--- src/mdc_consts.vh ---
// constants for the multichannel dma channel control engine
`ifndef MDC_CONSTS_VH
`define MDC_CONSTS_VH

// channel control register bit positions
`define MDC_BIT_ON 15
`define MDC_BIT_SIZE 14
`define MDC_BIT_DIR 13
`define MDC_BIT_HALF 12
`define MDC_BIT_NULL_WRITE_ENABLE 11
`define MDC_ADDRESSING_SELECT_HI 5
`define MDC_ADDRESSING_SELECT_LO 4
`define MDC_MODE_HI 1
`define MDC_MODE_LO 0
// implemented bits of the control register
`define MDC_CTRL_MASK 16'hF833
`define MDC_CTRL_RESET 16'h0000

// addressing select codes
`define MDC_AM_POSTINC 2'h0
`define MDC_AM_NOINC 2'h1
`define MDC_AM_PERIND 2'h2

// per channel word offsets (paddr[3:2]); channel n at byte 16*n
`define MDC_WD_CTRL 2'h0
`define MDC_WD_START 2'h1
`define MDC_WD_PADCNT 2'h2
`define MDC_WD_REQ 2'h3
// software trigger bit in the request word
`define MDC_BIT_TRIG 8

// global registers
`define MDC_ISTAT_ADDR 12'h080
`define MDC_IMASK_ADDR 12'h084

// byte lane enables
`define MDC_BE_WORD 2'h3
`define MDC_BE_LO 2'h1
`define MDC_BE_HI 2'h2

`endif

--- src/mdc_prio_arb.v ---
// fixed priority arbiter, request 0 has the highest priority
`timescale 1ns/1ps
`default_nettype none
module mdc_prio_arb (
  // requests
  input wire [7:0] req,
  // grant
  output reg gnt_any,
  output reg [2:0] gnt_idx
);
  integer i;

  // scan downward so the lowest index is the last to win
  always @*
  begin
    gnt_any = 1'b0;
    gnt_idx = 3'h0;
    for (i = 7; i >= 0; i = i - 1)
    begin
      if (req[i])
      begin
        gnt_any = 1'b1;
        gnt_idx = i[2:0];
      end
    end
  end
endmodule
`default_nettype wire

--- src/mdc_dma_engine.v ---
// multichannel dma engine: apb registers, arbitration and transfers
`timescale 1ns/1ps
`default_nettype none
`include "mdc_consts.vh"
module mdc_dma_engine (
  // clock and reset
  input wire clk_sys,
  input wire rst_n,
  // apb slave
  input wire psel,
  input wire penable,
  input wire pwrite,
  input wire [11:0] paddr,
  input wire [31:0] pwdata,
  output wire [31:0] prdata,
  output wire pready,
  output wire pslverr,
  // dual port buffer ram
  output wire [15:0] ram_addr,
  output wire ram_re,
  output wire ram_we,
  output wire [1:0] ram_be,
  output wire [15:0] ram_wdata,
  input wire [15:0] ram_rdata,
  // peripheral register bus
  output wire [15:0] per_addr,
  output wire per_re,
  output wire per_we,
  output wire [1:0] per_be,
  output wire [15:0] per_wdata,
  input wire [15:0] per_rdata,
  input wire [15:0] per_ind_addr,
  // request sources
  input wire [63:0] req_src,
  // interrupts
  output wire [7:0] ch_irq,
  output wire irq
);
  localparam S_IDLE = 2'h0;
  localparam S_RD = 2'h1;
  localparam S_CAP = 2'h2;
  localparam S_WR = 2'h3;
  integer i;
  // channel registers
  reg [15:0] ctrl_reg [0:7];
  reg [15:0] sta_reg [0:7];
  reg [15:0] stb_reg [0:7];
  reg [15:0] pad_reg [0:7];
  reg [15:0] cnt_reg [0:7];
  reg [5:0] sel_reg [0:7];
  reg [15:0] idx_reg [0:7];
  reg [7:0] pp_reg;
  reg [7:0] pend_reg;
  reg [7:0] istat_reg;
  reg [7:0] imask_reg;
  reg [63:0] src_d_reg;
  // apb answer
  reg [31:0] prdata_reg;
  reg [31:0] rd_next;
  reg pready_reg, pslverr_reg;
  // engine
  reg [1:0] state_reg;
  reg [2:0] cur_reg;
  reg [15:0] ram_addr_reg, ram_wdata_reg, per_addr_reg, per_wdata_reg;
  reg ram_re_reg, ram_we_reg, per_re_reg, per_we_reg, irq_reg;
  reg [1:0] ram_be_reg, per_be_reg;
  reg [7:0] ch_irq_reg, ev_next;
  // apb decode; one wait state, answer on second access cycle
  wire apb_acc = psel & penable & ~pready_reg;
  wire apb_done = psel & penable & pready_reg;
  wire is_ch = (paddr[11:7] == 5'h00) && (paddr[1:0] == 2'h0);
  wire [2:0] a_ch = paddr[6:4];
  wire [1:0] a_wd = paddr[3:2];
  wire is_stat = (paddr == `MDC_ISTAT_ADDR);
  wire is_mask = (paddr == `MDC_IMASK_ADDR);
  wire mapped = is_ch | is_stat | is_mask;
  wire wr_ch = apb_done & pwrite & is_ch;
  wire stat_rd = apb_done & ~pwrite & is_stat;
  // request gating, one slice per channel; own index keeps one driver
  wire [7:0] chan_on;
  wire [7:0] rise;
  wire gnt_any;
  wire [2:0] gnt_idx;
  genvar g;
  generate
    for (g = 0; g < 8; g = g + 1)
    begin : g_chan
      assign chan_on[g] = ctrl_reg[g][`MDC_BIT_ON];
      assign rise[g] = req_src[sel_reg[g]] & ~src_d_reg[sel_reg[g]];
    end
  endgenerate
  mdc_prio_arb u_arb (
    .req(pend_reg & chan_on),
    .gnt_any(gnt_any),
    .gnt_idx(gnt_idx)
  );

  // fields of the channel being started or serviced
  wire [2:0] ch = (state_reg == S_IDLE) ? gnt_idx : cur_reg;
  wire [15:0] c_ctrl = ctrl_reg[ch];
  wire c_byte = c_ctrl[`MDC_BIT_SIZE];
  wire c_dir = c_ctrl[`MDC_BIT_DIR];
  wire [1:0] c_am = c_ctrl[`MDC_ADDRESSING_SELECT_HI:`MDC_ADDRESSING_SELECT_LO];
  wire [1:0] c_mode = c_ctrl[`MDC_MODE_HI:`MDC_MODE_LO];
  wire [15:0] c_idx = idx_reg[ch];
  wire [15:0] c_base = pp_reg[ch] ? stb_reg[ch] : sta_reg[ch];
  wire [15:0] c_step = c_byte ? c_idx : {c_idx[14:0], 1'b0};
  wire [15:0] c_inc = c_base + c_step;
  // codes 10 and 11 both take the peripheral address
  wire [15:0] c_ram_addr = (c_am == `MDC_AM_POSTINC) ? c_inc :
    (c_am == `MDC_AM_NOINC) ? c_base : per_ind_addr;
  wire c_last = (c_idx == cnt_reg[ch]);
  wire c_half = (c_idx == {1'b0, cnt_reg[ch][15:1]});
  wire c_ev = c_ctrl[`MDC_BIT_HALF] ? c_half : c_last;
  // lane of a byte within the ram word
  wire lane_hi = ram_addr_reg[0];
  wire [7:0] ram_byte = lane_hi ? ram_rdata[15:8] : ram_rdata[7:0];

  // apb read mux; unimplemented bits come back as zero
  always @*
  begin
    rd_next = 32'h00000000;
    if (is_stat)
      rd_next = {24'h000000, istat_reg};
    else if (is_mask)
      rd_next = {24'h000000, imask_reg};
    else if (is_ch)
    begin
      case (a_wd)
        `MDC_WD_CTRL: rd_next = {16'h0000, ctrl_reg[a_ch]};
        `MDC_WD_START: rd_next = {stb_reg[a_ch], sta_reg[a_ch]};
        `MDC_WD_PADCNT: rd_next = {cnt_reg[a_ch], pad_reg[a_ch]};
        default: rd_next = {16'h0000, idx_reg[a_ch][7:0], 2'h0, sel_reg[a_ch]};
      endcase
    end
  end

  // apb answer registers
  always @(posedge clk_sys or negedge rst_n)
  begin
    if (!rst_n)
    begin
      pready_reg <= 1'b0;
      pslverr_reg <= 1'b0;
      prdata_reg <= 32'h00000000;
    end
    else
    begin
      pready_reg <= apb_acc;
      pslverr_reg <= apb_acc & ~mapped;
      if (apb_acc)
        prdata_reg <= pwrite ? 32'h00000000 : rd_next;
    end
  end

  // interrupt status: hardware set wins over the read clear
  always @(posedge clk_sys or negedge rst_n)
  begin
    if (!rst_n)
    begin
      istat_reg <= 8'h00;
      imask_reg <= 8'h00;
      irq_reg <= 1'b0;
      ch_irq_reg <= 8'h00;
    end
    else
    begin
      istat_reg <= (stat_rd ? 8'h00 : istat_reg) | ev_next;
      if (apb_done & pwrite & is_mask)
        imask_reg <= pwdata[7:0];
      irq_reg <= |(istat_reg & imask_reg);
      ch_irq_reg <= ev_next;
    end
  end

  // transfer sequencer: read source, capture, write destination
  always @(posedge clk_sys or negedge rst_n)
  begin
    if (!rst_n)
    begin
      state_reg <= S_IDLE;
      cur_reg <= 3'h0;
      ram_addr_reg <= 16'h0000;
      ram_re_reg <= 1'b0;
      ram_we_reg <= 1'b0;
      ram_be_reg <= 2'h0;
      ram_wdata_reg <= 16'h0000;
      per_addr_reg <= 16'h0000;
      per_re_reg <= 1'b0;
      per_we_reg <= 1'b0;
      per_be_reg <= 2'h0;
      per_wdata_reg <= 16'h0000;
    end
    else
    begin
      case (state_reg)
        S_IDLE:
        begin
          if (gnt_any)
          begin
            cur_reg <= gnt_idx;
            ram_addr_reg <= c_ram_addr;
            per_addr_reg <= pad_reg[gnt_idx];
            ram_be_reg <= ~c_byte ? `MDC_BE_WORD :
              (c_ram_addr[0] ? `MDC_BE_HI : `MDC_BE_LO);
            per_be_reg <= c_byte ? `MDC_BE_LO : `MDC_BE_WORD;
            ram_re_reg <= c_dir;
            per_re_reg <= ~c_dir;
            state_reg <= S_RD;
          end
        end
        S_RD:
        begin
          ram_re_reg <= 1'b0;
          per_re_reg <= 1'b0;
          state_reg <= S_CAP;
        end
        S_CAP:
        begin
          if (c_dir)
          begin
            // ram to peripheral, byte goes out in the low lane
            per_wdata_reg <= c_byte ? {8'h00, ram_byte} : ram_rdata;
            per_we_reg <= 1'b1;
          end
          else
          begin
            // peripheral to ram, byte copied to both lanes
            ram_wdata_reg <= c_byte ? {per_rdata[7:0], per_rdata[7:0]} :
              per_rdata;
            ram_we_reg <= 1'b1;
            per_wdata_reg <= 16'h0000;
            per_we_reg <= c_ctrl[`MDC_BIT_NULL_WRITE_ENABLE];
          end
          state_reg <= S_WR;
        end
        default:
        begin
          ram_we_reg <= 1'b0;
          per_we_reg <= 1'b0;
          state_reg <= S_IDLE;
        end
      endcase
    end
  end

  // block bookkeeping at the end of each transfer
  always @*
  begin
    ev_next = 8'h00;
    if (state_reg == S_WR && c_ev)
      ev_next[cur_reg] = 1'b1;
  end

  // channel registers, pending requests and block progress
  always @(posedge clk_sys or negedge rst_n)
  begin
    if (!rst_n)
    begin
      for (i = 0; i < 8; i = i + 1)
      begin
        ctrl_reg[i] <= `MDC_CTRL_RESET;
        sta_reg[i] <= 16'h0000;
        stb_reg[i] <= 16'h0000;
        pad_reg[i] <= 16'h0000;
        cnt_reg[i] <= 16'h0000;
        sel_reg[i] <= 6'h00;
        idx_reg[i] <= 16'h0000;
      end
      pp_reg <= 8'h00;
      pend_reg <= 8'h00;
      src_d_reg <= 64'h0000000000000000;
    end
    else
    begin
      src_d_reg <= req_src;
      // grant clears first so a new request in that cycle still counts
      for (i = 0; i < 8; i = i + 1)
      begin
        if (state_reg == S_IDLE && gnt_any && gnt_idx == i[2:0])
          pend_reg[i] <= 1'b0;
        if (chan_on[i] && rise[i])
          pend_reg[i] <= 1'b1;
      end
      if (state_reg == S_WR)
      begin
        if (c_last)
        begin
          idx_reg[cur_reg] <= 16'h0000;
          if (c_mode[1])
            pp_reg[cur_reg] <= ~pp_reg[cur_reg];
          // one-shot ping-pong stops after the second buffer
          if (c_mode[0] && (~c_mode[1] || pp_reg[cur_reg]))
            ctrl_reg[cur_reg][`MDC_BIT_ON] <= 1'b0;
        end
        else
          idx_reg[cur_reg] <= c_idx + 16'h0001;
      end
      // software writes override same cycle hardware updates
      if (wr_ch)
      begin
        case (a_wd)
          `MDC_WD_CTRL:
          begin
            ctrl_reg[a_ch] <= pwdata[15:0] & `MDC_CTRL_MASK;
            idx_reg[a_ch] <= 16'h0000;
            pp_reg[a_ch] <= 1'b0;
          end
          `MDC_WD_START:
          begin
            sta_reg[a_ch] <= pwdata[15:0];
            stb_reg[a_ch] <= pwdata[31:16];
          end
          `MDC_WD_PADCNT:
          begin
            pad_reg[a_ch] <= pwdata[15:0];
            cnt_reg[a_ch] <= pwdata[31:16];
          end
          default:
          begin
            sel_reg[a_ch] <= pwdata[5:0];
            if (pwdata[`MDC_BIT_TRIG] && chan_on[a_ch])
              pend_reg[a_ch] <= 1'b1;
          end
        endcase
      end
    end
  end

  // outputs straight from flops
  assign prdata = prdata_reg;
  assign pready = pready_reg;
  assign pslverr = pslverr_reg;
  assign ram_addr = ram_addr_reg;
  assign ram_re = ram_re_reg;
  assign ram_we = ram_we_reg;
  assign ram_be = ram_be_reg;
  assign ram_wdata = ram_wdata_reg;
  assign per_addr = per_addr_reg;
  assign per_re = per_re_reg;
  assign per_we = per_we_reg;
  assign per_be = per_be_reg;
  assign per_wdata = per_wdata_reg;
  assign ch_irq = ch_irq_reg;
  assign irq = irq_reg;
endmodule
`default_nettype wire

--- config.mk ---
export PLATFORM = sky130hd
export DESIGN_NAME = mdc_dma_engine
export DESIGN_NICKNAME = d
export VERILOG_FILES = /design/src/mdc_prio_arb.v /design/src/mdc_dma_engine.v
export VERILOG_INCLUDE_DIRS = /design/src /design/src/src
export SDC_FILE = /design/constraint.sdc
export NUM_CORES = 2
export LEC_CHECK = 0
export BUFFER_PORTS_ARGS = -buffer_cell sky130_fd_sc_hd__clkbuf_2
export CORE_MARGIN = 2
export CORE_UTILIZATION = 40
export CTS_BUF_LIST = sky130_fd_sc_hd__clkbuf_16
export DETAILED_ROUTE_END_ITERATION = 10
export GPL_TIMING_DRIVEN = 0
export PLACE_DENSITY = 0.63
export SKIP_CTS_REPAIR_TIMING = 1
export SYNTH_ARGS = -nofsm -noshare
export SYNTH_HDL_FRONTEND = slang
export SYNTH_SLANG_ARGS = --single-unit
--- constraint.sdc ---
create_clock -name clk_sys -period 7.3 [get_ports clk_sys]
set_input_delay 0.365 -clock clk_sys [delete_from_list [all_inputs] [get_ports clk_sys]]
set_output_delay 0.365 -clock clk_sys [all_outputs]
set_load 0.02 [all_outputs]
Word level (Yosys, flattened, before mapping):

Cells that the tools add are included.
W data, S select, Z words.

* register bits after elaboration: 1032
* output and inout bits: 115

* bitwise logic cells: 51
* eq/ne operators: 19
* reductions and logical operators: 43
* muxes and demuxes: 176
* add/sub/neg operators: 2
* order comparisons: 19

Operators with widths (count)
* $mux W128: 9
* $bwmux W128: 6
* $bmux W16 S3: 12
* $mux W16: 30
* $and A128 B128 Y128: 3
* $not A128 Y128: 3
* $demux W16 S3: 3
* $mux W32: 4
* $mux W8: 13
* $bmux W1 S6: 16
* $pmux W32 S3: 1
* $lt A6 B7 Y1 const B: 8
* $mux W1: 50
* $bwmux W48: 1
* $mux W15: 2
* $mux W3: 9
* $logic_and A1 B1 Y1: 25
* $and A8 B8 Y8: 3
* $eq A12 B8 Y1 const B: 2
* $bmux W6 S3: 1
* $demux W6 S3: 1
* $mux W6: 3
* $and A1 B1 Y1: 17
* $add A16 B1 Y16 const B: 1
* other kinds (33): 87

Logic depth before layout (Yosys ltp):

* word-level depth: 23
* gate-level depth with buffers: 30
* mapped depth without buffers: 24

By module:

From an unflattened synthesis, not the netlist that was laid out.

* cells, all modules: 5069
* area total of the unflattened synthesis: 54581.1 sq um

By module, submodules not included
* mdc_dma_engine: instances 1, area each 54501.0 sq um, cells each 5056
* mdc_prio_arb: instances 1, area each 80.1 sq um, cells each 13

Worst setup path after synthesis:

OpenSTA, ideal clock, no wires.

* path type: register to register
* start: reg state_reg[0]
* end: reg ram_addr_reg[13] (netlist: ram_addr[13])
* buffers on the path: 8
* arrival: 5666 ps
* stages on the path, launching flop included: 29
* setup slack: 1516 ps
* required time: 7182 ps
* clock period less this slack: 5784 ps
* cells stage by stage: dfrtp_1 -> inv_1 -> ha_1 -> buf_4 -> buf_4 -> buf_2 -> buf_2 -> buf_2 -> o21ai_0 -> and2_0 -> buf_2 -> nand2_1 -> a311oi_1 -> a31o_2 -> clkbuf_1 -> clkbuf_1 -> mux2_2 -> ha_1 -> a21o_1 -> a21oi_1 -> o21ai_0 -> a31oi_1 -> o21bai_1 -> a2111o_1 -> a41oi_1 -> xnor2_1 -> mux2i_1 -> a21oi_1 -> a21o_1

* longest elaborated chain between the ends: 9

Ends and longest elaborated chain
* start: declaration: line mdc_dma_engine.v:62 `reg [1:0] state_reg;`
* start signal: assignment: line mdc_dma_engine.v:181 `state_reg <= S_IDLE;`
* start signal: assignment: line mdc_dma_engine.v:209 `state_reg <= S_RD;`
* start signal: assignment: line mdc_dma_engine.v:216 `state_reg <= S_CAP;`
* $logic_not A2 Y1 *: line mdc_dma_engine.v:99, mdc_dma_engine.v:196
* $mux W3: line mdc_dma_engine.v:99 `wire [2:0] ch = (state_reg == S_IDLE) ? gnt_idx : cur_reg;`
* $not A3 Y4 (not written as such): line mdc_dma_engine.v:100, mdc_dma_engine.v:105, mdc_dma_engine.v:106
* $bmux W16 S3, on equally long branches: line mdc_dma_engine.v:106, mdc_dma_engine.v:100, mdc_dma_engine.v:105
* $mux W16 (not written as such) (tied with other cells) (2 in series): line mdc_dma_engine.v:106 `wire [15:0] c_base = pp_reg[ch] ? stb_reg[ch] : sta_reg[ch];`
* $mux W16 (tied with other cells): line mdc_dma_engine.v:106
* $add A16 B16 Y16 or $mux W16 (tied branches): line mdc_dma_engine.v:108, mdc_dma_engine.v:111
* $mux W16: line mdc_dma_engine.v:110 `` wire [15:0] c_ram_addr = (c_am == `MDC_AM_POSTINC) ? c_inc : ``
* end signal: assignment: line mdc_dma_engine.v:202 `ram_addr_reg <= c_ram_addr;`
* end: declaration: line mdc_dma_engine.v:64 `reg [15:0] ram_addr_reg, ram_wdata_reg, per_addr_reg, per_wdata_reg;`

Mark *: on every way between the ends. The rest lies on a longest branch, timed or not. The select of a mux whose other input is x is not followed.
A chain may end at the register's enable or synchronous reset.

Worst setup path after layout:

* start: reg state_reg[0]
* end: reg idx_reg[120] (netlist bit)

* longest elaborated chain between the ends: 13

Ends and longest elaborated chain
* $logic_not A2 Y1: line mdc_dma_engine.v:99
* $mux W3: line mdc_dma_engine.v:99
* $not A3 Y4 (not written as such): line mdc_dma_engine.v:105, mdc_dma_engine.v:112
* $bmux W16 S3: line mdc_dma_engine.v:105 `wire [15:0] c_idx = idx_reg[ch];`
* $mux W16 (not written as such) (2 in series): line mdc_dma_engine.v:105
* $add A16 B1 Y16: line mdc_dma_engine.v:297 `idx_reg[cur_reg] <= c_idx + 16'h0001;`
* $bwmux W128: line mdc_dma_engine.v:297
* $mux W128: line mdc_dma_engine.v:287 `if (c_last)`
* $mux W128 *: line mdc_dma_engine.v:285 `if (state_reg == S_WR)`
* $and A128 B128 Y128 (no line)
* $mux W128: line mdc_dma_engine.v:302 `case (a_wd)`
* $mux W128 *: line mdc_dma_engine.v:300 `if (wr_ch)`
* end signal: indexed assignment: line mdc_dma_engine.v:297
* end: declaration: line mdc_dma_engine.v:51 `reg [15:0] idx_reg [0:7];`

Marks and branches as above.

==> out/results.tsv <==
metric	value	unit
core area	141000	µm²
first-pass GRT wire length	392	mm
critical path data required time	7.92	ns
multi-input logic area	30300	µm²
peak supply drop	208	µV
period utilization	1.01	
Synthesized Nets	5705	
leakage	29.0	nW
Routed Antenna Nets	0	
largest net degree at the start of global routing	114	
Wirelength per Cell	35.2	µm
gpl congestion	1.04	
Max transition margin	-0.114	
Warnings, synthesis	0	
post-DP HPWL	200	mm
PortBufs	273	
# rows	138	
pre-CTS WS	-1.32	ns
FFs w/ async S/R, synth	1.00	
count leader, synth	dfrtp_1	
Primary FF master, synth	dfrtp_1	
top cells by area, synth	dfrtp_1 43%, mux2_2 12%, mux4_2 6.5%	
Setup CP Type	flip-flop to flip-flop	
maxcap violations	9	
Mapped Area	56900	µm²
Post-Layout Cell Count	8022	
Post-synth EDFFs	0	
final core utilization	0.467	
CP Max Fanout	10	
Yosys cell types	88	
hold_ws	-0.0678	ns
most common library cells after synthesis	976 x dfrtp_1, 853 x nand2_1, 598 x mux2_2	
Root Driver	clkbuf_16	
layout cells sized above 1	0.231	
routed vias	55300	
Setup Skew	0.0660	ns
RSZ-0062 raised after global routing	no	
register area	24400	µm²
area share of the largest cell type after synthesis	0.429	
final hold viol count	19	
initial antenna violation count	16	
Clock Tree Buf Depth	3	
flop2flop setup slack	-0.07	ns
Syn Area/Cell	10.3	µm²
IO Count	276	
Fmax achieved	136	MHz
Seq/Total Area, Yosys	0.429	
Worst-Margin Slew	1.67	ns
CTS H-Tree Depth	3	
Via-to-Cell Ratio	6.89	
DIE AREA	145000	µm²
status	complete, but fails checks	
post-placement cell count	7701	
CP endpoint kind	flip-flop	
PD cells	318	nW/µm²
Worst EP arrival	7.99	ns
Overall Global Routing Usage	0.375	
Initial DRC Count	9694	
1st-pass router iterations	7	
Yosys top cell by area	dfrtp_1	
vias in the first global route	51700	
max-slew violation count	97	
Finish-stage setup viols	10	
CP startpoint kind	flip-flop	
total grt overflow	0	
clk sinks	976	
CTS tree	done	
DRC	0	
post-route minimum period	7.37	ns
Area Overhead vs Synth	16.1	%
Clk Latency, worst-skew pair	0.80	ns
worst setup margin	-0.0689	ns
filler instances	13400	
initial core utilization	0.402	
TritonCTS buffer count	110	
Layout Nets	6218	
Yosys reg bits	976	
Worst Hold Class	input pin to flip-flop	
Mapped Cells	5523	
failing checks	negative hold slack, max-capacitance violations, max-slew violations, negative setup slack	
clock slew at reported path FFs	0.06	ns
Die Wd	381	µm
Die Y	381	µm
Post-Route WL	282	mm
## worst max-delay path: stages, from the launching register on
cell	delay (ns)
dfrtp_1	0.40
inv_1	0.13
ha_1	0.23
clkinv_1	0.40
a211oi_1	0.72
nor2_2	0.33
nor2_1	1.28
a311oi_2	0.64
xor2_1	0.35
nor4b_4	0.84
inv_2	0.30
o21ai_0	0.80
clkbuf_1	0.63
o21ai_0	0.18
## per-layer routing
metal  vias up  global-route usage  wire length, µm
met5         -                   0               66
met4        10               0.251            22900
met3      1217               0.136            40600
met2      4732               0.529           116000
met1     27500               0.478           103000
li1      21800                   -                -
## cell type report
type                            instances  share of cell area
Tap cell                             1890              0.0358
Buffer                                505              0.0330
Clock inverter                         91              0.0150
Timing Repair Buffer                  403              0.0433
Sequential cell                       976               0.370
Clock buffer                          112              0.0424
Multi-Input combinational cell       4003               0.459
Antenna cell                            5            0.000189
Inverter                               37             0.00210
## where the power goes
group	switching (W)	leakage, nW	internal [W]
combinational	0.00680	13.9	0.00232
clock	0.00255	1.91	0.00345
sequential	0.000247	13.2	0.00564
## per-stage QoR
| step | area [µm²] | setup TNS, ns | hold WS, ns | power [W] |
|---|---|---|---|---|
| final | 66100 | -0.472 | -0.0678 | 0.0210 |
| after global routing | 66100 | 0 | 0.00211 | 0.0213 |
| after CTS | 64800 | -9.06 | -0.422 | 0.0203 |
| after detailed placement | 61000 | -9.27 | 0.378 | 0.0144 |
| after global placement | 60600 | - | 0.463 | 0.0143 |
| after floorplan | 56900 | 0 | 0.0694 | 0.0106 |
## cells by family after synthesis
group	Yosys count	synth area share
DFF	976	0.429
adders and majority gates	21	0.00475
muxes	915	0.210
xor gates and xnor gates	58	0.00893
buffers and inverters	544	0.0397
and+or+nand+nor	1547	0.122
AOI/OAI and AO/OA	1462	0.185
## worst paths after layout
kind	start	endpoint	depth (start not counted)
setup / recovery	state_reg[0]	idx_reg[120]	13
hold / removal	per_rdata[10]	ram_wdata[10]	3
max in group asynchronous	rst_n	sta_reg[55]	6
hold reg to reg	ram_addr[9]	ram_addr[9]	2
min in group asynchronous	rst_n	idx_reg[109]	2
setup reg to reg	state_reg[0]	idx_reg[120]	13
## placed cells by master, fill, tap and decap left out, types with 19 or more instances in the layout
| cell type | count |
|---|---|
| a22o_1 | 126 |
| clkbuf_2 | 300 |
| a221oi_1 | 79 |
| nor2b_1 | 79 |
| buf_2 | 76 |
| clkbuf_16 | 112 |
| clkbuf_1 | 296 |
| clkinv_2 | 19 |
| o211ai_1 | 34 |
| dlygate4sd3_1 | 115 |
| ha_1 | 20 |
| nor2_1 | 221 |
| nand2_1 | 853 |
| bufinv_16 | 19 |
| nor4_1 | 23 |
| a22oi_1 | 172 |
| o21ai_1 | 19 |
| dfrtp_1 | 976 |
| mux4_2 | 164 |
| xnor2_1 | 25 |
| nand2b_1 | 49 |
| a31oi_1 | 141 |
| nand4_1 | 31 |
| nor3_1 | 21 |
| nand3_1 | 116 |
| mux2_2 | 598 |
| a21oi_1 | 108 |
| a221o_1 | 90 |
| o21ai_0 | 237 |
| buf_1 | 72 |
| xor2_1 | 33 |
| a211oi_1 | 223 |
| o22ai_1 | 96 |
| and3_1 | 74 |
| mux2i_1 | 150 |
| inv_1 | 55 |
| and2_1 | 41 |
(Power assumes the default switching activity.)
